[config.mk]
export PLATFORM = sky130hd
export DESIGN_NAME = mtsr_top
export DESIGN_NICKNAME = d
export VERILOG_FILES = /design/src/pkg/mtsr_pkg.sv /design/src/hw/mtsr_top.sv
export SDC_FILE = /design/constraint.sdc
export NUM_CORES = 1
export LEC_CHECK = 0
export BUFFER_PORTS_ARGS = -buffer_cell sky130_fd_sc_hd__buf_2
export CORE_MARGIN = 5
export CORE_UTILIZATION = 49
export CTS_CLUSTER_SIZE = 24
export DETAILED_ROUTE_END_ITERATION = 10
export GPL_ROUTABILITY_DRIVEN = 0
export HOLD_SLACK_MARGIN = 0.1
export PLACE_DENSITY = 0.81
export SLEW_MARGIN = 10
export SYNTH_ARGS = -nofsm -noshare
export SYNTH_HDL_FRONTEND = slang
export SYNTH_SLANG_ARGS = --single-unit
[constraint.sdc]
create_clock -name clk -period 2.83 [get_ports clk]
set_input_delay 0.566 -clock clk [delete_from_list [all_inputs] [get_ports clk]]
set_output_delay 0.566 -clock clk [all_outputs]
set_load 0.02 [all_outputs]
[src/pkg/mtsr_pkg.sv]
package mtsr_pkg;
  localparam int EVT_W = 6;
  localparam int REG_W = 8;
  localparam logic [REG_W-1:0] ENABLE_RESET = 8'h00;
  localparam logic [EVT_W-1:0] EVENT_RESET = 6'h00;
  localparam logic [REG_W-1:0] READ_RESET = 8'h00;
  localparam logic [REG_W-1:0] ENABLE_USED = 8'h3f;
  localparam int BIT_TEST_DONE = 0;
  localparam int BIT_TEST_FAIL = 1;
  localparam int BIT_AMP_LOW = 2;
  localparam int BIT_AMP_HIGH = 3;
  localparam int BIT_ALIGN_DONE = 4;
  localparam int BIT_ALIGN_FAIL = 5;
  localparam int STB_OPERATION_SUMMARY_BIT_BIT = 7;

  typedef struct packed {
    logic align_fail;
    logic align_done;
    logic amp_high;
    logic amp_low;
    logic test_fail;
    logic test_done;
  } mtsr_events_type;

  typedef struct packed {
    logic enable_write;
    logic enable_query;
    logic event_query;
    logic [REG_W-1:0] data;
  } mtsr_cmd_type;
endpackage : mtsr_pkg

[src/hw/mtsr_top.sv]
`timescale 1ns/1ps
// How it works
// - Enable command stores mask, bits gate events.
// - Enable bits 6 and 7 read zero.
// - Enable query returns mask unchanged.
// - Test completion sets event bit 0.
// - Test failure sets event bit 1.
// - Low amplitude bit 2, high bit 3.
// - Align done bit 4, align fail bit 5.
// - Event query without enable query returns and clears register.
// - Event read value lies in 0 to 63.
// - Only enabled events feed the summary.
// - Any enabled event sets mask summary.
// - Enabled summary sets status byte bit 7.
// - Enabled bit 7 raises service request.
// - Disabled events still latch, no summary.
module mtsr_top
  import mtsr_pkg::*;
(
  input wire logic clk,
  input wire logic rst_n,
  input wire mtsr_cmd_type cmd,
  input wire mtsr_events_type events,
  input wire logic operation_summary_bit_mask_enable,
  input wire logic srq_bit7_enable,
  output logic [REG_W-1:0] read_data,
  output logic read_valid,
  output logic mask_summary,
  output logic operation_summary_bit,
  output logic service_request
);
  logic [REG_W-1:0] enable_r, enable_nxt;
  logic [EVT_W-1:0] event_r, event_nxt;
  logic [REG_W-1:0] read_data_r, read_data_nxt;
  logic read_valid_r, read_valid_nxt;
  logic summ_r, summ_nxt;
  logic operation_summary_bit_r, operation_summary_bit_nxt;
  logic srq_r, srq_nxt;
  logic [EVT_W-1:0] set_vec;

  // The mask summary is the OR of the enabled event bits.
  function automatic logic mtsr_any_enabled(
    input logic [EVT_W-1:0] ev,
    input logic [REG_W-1:0] en
  );
    mtsr_any_enabled = |(ev & en[EVT_W-1:0]);
  endfunction : mtsr_any_enabled

  // The event byte carries zeros above the six defined bits.
  function automatic logic [REG_W-1:0] mtsr_event_word(
    input logic [EVT_W-1:0] ev
  );
    mtsr_event_word = {{(REG_W-EVT_W){1'b0}}, ev};
  endfunction : mtsr_event_word

  // Event bits are collected in their documented positions.
  assign set_vec = events;

  always_comb
  begin
    enable_nxt = enable_r;
    event_nxt = event_r;
    read_data_nxt = read_data_r;
    read_valid_nxt = 1'b0;
    if (cmd.enable_write)
    begin
      enable_nxt = cmd.data & ENABLE_USED;
    end
    if (cmd.enable_query)
    begin
      read_data_nxt = enable_r;
      read_valid_nxt = 1'b1;
    end
    else if (cmd.event_query)
    begin
      read_data_nxt = mtsr_event_word(event_r);
      read_valid_nxt = 1'b1;
      event_nxt = '0;
    end
    // A new event in the clearing cycle survives the clear.
    event_nxt = event_nxt | set_vec;
    summ_nxt = mtsr_any_enabled(event_nxt, enable_nxt);
    operation_summary_bit_nxt = summ_nxt & operation_summary_bit_mask_enable;
    srq_nxt = operation_summary_bit_nxt & srq_bit7_enable;
  end

  always_ff @(posedge clk)
  begin
    if (!rst_n)
    begin
      enable_r <= ENABLE_RESET;
      event_r <= EVENT_RESET;
      read_data_r <= READ_RESET;
      read_valid_r <= 1'b0;
      summ_r <= 1'b0;
      operation_summary_bit_r <= 1'b0;
      srq_r <= 1'b0;
    end
    else
    begin
      enable_r <= enable_nxt;
      event_r <= event_nxt;
      read_data_r <= read_data_nxt;
      read_valid_r <= read_valid_nxt;
      summ_r <= summ_nxt;
      operation_summary_bit_r <= operation_summary_bit_nxt;
      srq_r <= srq_nxt;
    end
  end

  assign read_data = read_data_r;
  assign read_valid = read_valid_r;
  assign mask_summary = summ_r;
  assign operation_summary_bit = operation_summary_bit_r;
  assign service_request = srq_r;
endmodule : mtsr_top

==> results.toml <==
[sta]
tightestPinTransition_ns = 0.5609
hold_slack_ns = 0.4759
setup_viol = 0
min_period_over_period_pct = 49.20
fmaxAchievable_ghz = 0.7183
rsz0062_at_grt = "false"
maxSlewHeadroom_pct = 62.57
maxSlewViolCount = 0
hold_viol_final = 0
fin_crit_ns = 1.392
setup_tns_ns = 0
skew_ns = 0.004525

[clock_tree]
cts_resized = 0
cts_hold_buf = 0
numCtsBuffers = 3
clock_latency_ns = 0.30
clock_sinks = 22
path_clk_slew_ns = 0.11
cts_root_buf = "clkbuf_4"
cts_tree = "yes"
cts_max_level = 1
clockBufferDepth = 2
post_cts_buffers = 0

[yosys]
ys.flop_type = "dfxtp_1"
ys_ff_latch = 22
synth-edff-count = 0
synth_common_cells = "nor2_1 (26), dfxtp_1 (22), a21oi_1 (12), mux2i_1 (12)"
synth-adder-area-share_pct = 0
synth_cells = 90
ys_seq_area_share_pct = 53.25
synth_compound_area_share_pct = 12.71
synth_area_leaders = "dfxtp_1 (53%), mux2i_1 (15%), nor2_1 (12%), a21oi_1 (7.3%), o22a_1 (3.2%)"
synth_top_area_cell = "dfxtp_1"
synthMuxAreaShare_pct = 14.52
netlist_area_um2 = 827.0
synth-simple-area-share_pct = 13.92
synth.most_common_cell = "nor2_1"
syn_avg_cell_area_um2 = 9.189
ys_types = 14
async_flop_share_pct = 0
synth_top_cell_area_share_pct = 53.25
synth_top_family_by_area = "multiplexers"
synth_warnings = 0
synth_xor_area_share_pct = 0

[critical_path]
rrSetupSlack_ns = 1.85
cp-end-kind = "primary output"
cp_data_required_time_ns = 2.26
crit_type = "flip-flop to primary output"
cp_data_arrival_time_ns = 0.83
critPathTopFamily = "flip-flops"
cp.depth = 1
r2r_start = "enable_r[5]"
crit_fanout = 2
path_buf_inv = 1
r2r_end = "mask_summary"
cpPeakStageDelay_ns = 0.35
worst_r2r_path_depth = 3
crit_chain = "buf_2"
cp-start-kind = "flip-flop"
slowest_stage = "dfxtp_1"

[layout]
ff_latch_area_um2 = 440.4
utilization_pct = 62.52
nets = 138
num-fill-cells = 149
syn_to_final_growth_pct = 17.85
antenna_cells = 0
multiInputGateArea_um2 = 347.8
layout-drive-gt1-share_pct = 27.83

[global_route]
grt_max_degree = 21
grt_pass1_vias = 667
antenna_found_initial = 0
overflow = 0
grt_pass1_wl_um = 2835
track_usage_pct = 14.69

[route]
wl_per_cell_um = 12.90
detail_route.vias_per_cell = 5.290
drtAntennaViolNets = 0
drtIter0Drc = 14
drt_pre_antenna_iters = 5
drc = 0
vias = 693
wirelength_um = 1690

[min_path]
hp-start = "events[3]"
hp-class = "input pin to flip-flop"
hold_path_depth = 3
hold_end = "event_r[3]"

[place]
dp_hpwl_um = 1293
port_buffers = 28

[run]
drv_cap = 0

[floorplan]
die_w_um = 51.09
coreArea_um2 = 1559
ios = 33
initial_core_util_pct = 53.05
rows = 14
die_h_um = 51.09
dieArea_um2 = 2610

[power]
cellPowerDensity_nw_per_um2 = 576.1
power.leakage_uw = 0.0004824
irDropWorstVdd_v = 0.0004260

[outcome]
outcome = "complete, no violations"
-- metal layers --
metal	vias to the layer above	share of wire, %	wire [µm]	track usage, %
li1	349	-	-	-
met2	25	47	786	23.39
met1	315	44	752	17.86
met5	-	0	0	0
met4	0	2.3	39	9.417
met3	4	6.6	112	3.198
-- sequential cells by signal, summed over array words and instances, names as in the netlist --
signal,cells
operation_summary_bit,1
mask_summary,1
enable_r,6
event_r,6
read_valid,1
read_data,6
service_request,1
-- worst max-delay path by stage --
stage | from | end | slack (ns)
5_1_grt | cmd[9] | mask_summary | 1.33
4_1_cts | read_data[0] | read_data[0] | 1.44
6_report | read_data[4] | read_data[4] | 1.44
2_1_floorplan | cmd[8] | mask_summary | 1.44
3_3_place_gp | cmd[9] | mask_summary | 1.14
3_5_place_dp | cmd[9] | mask_summary | 1.13
-- stage by stage --
step	setup WS [ns]	instance area, µm²	cells	power, µW
after CTS	1.436	974.7	131	565.0
after global placement	1.142	952.2	128	430.5
after floorplan	1.442	830.8	91	405.8
after global routing	1.326	974.7	131	594.0
final	1.438	974.7	131	561.5
after detailed placement	1.131	952.2	128	433.6
-- worst reg2reg max path, delay by kind of cell, from the launching register on --
kind	cells	cell delay, ns
flops	1	0.33
compound gates	2	0.32
mux	1	0.21
-- cells by family (layout without fill, tap and decap cells) --
family,after synthesis,after routing
flip-flops,22,22
other,1,2
AND/OR/NAND/NOR,29,29
AO/OA/AOI/OAI,18,18
buffers and inverters,8,32
multiplexers,12,12
-- area by class of cell --
type                       instances  area share, %
inverter                           1         0.3851
sequential                        22          45.19
clock buffer                       3          2.311
timing repair buffer              28          14.38
multi-input combinational         61          35.69
tap                               16          2.054
-- power breakdown --
part / total, µW / internal, µW / switching [µW]
Combinational: 88.4 / 36.1 / 52.2
Sequential: 337 / 329 / 8.33
Clock: 136 / 49.7 / 86.0
-- cell usage in the layout (no fill, tap or decap) --
cell type and n:
o22a_1 3, buf_2 28, a31oi_1 3, nor2_1 26, a21oi_1 12, dfxtp_1 22, conb_1 2, mux2i_1 12
nand2b_2 1, clkbuf_4 3, nand3_1 1, inv_1 1, nand2_1 1
Power figures use the tool's default switching activity.
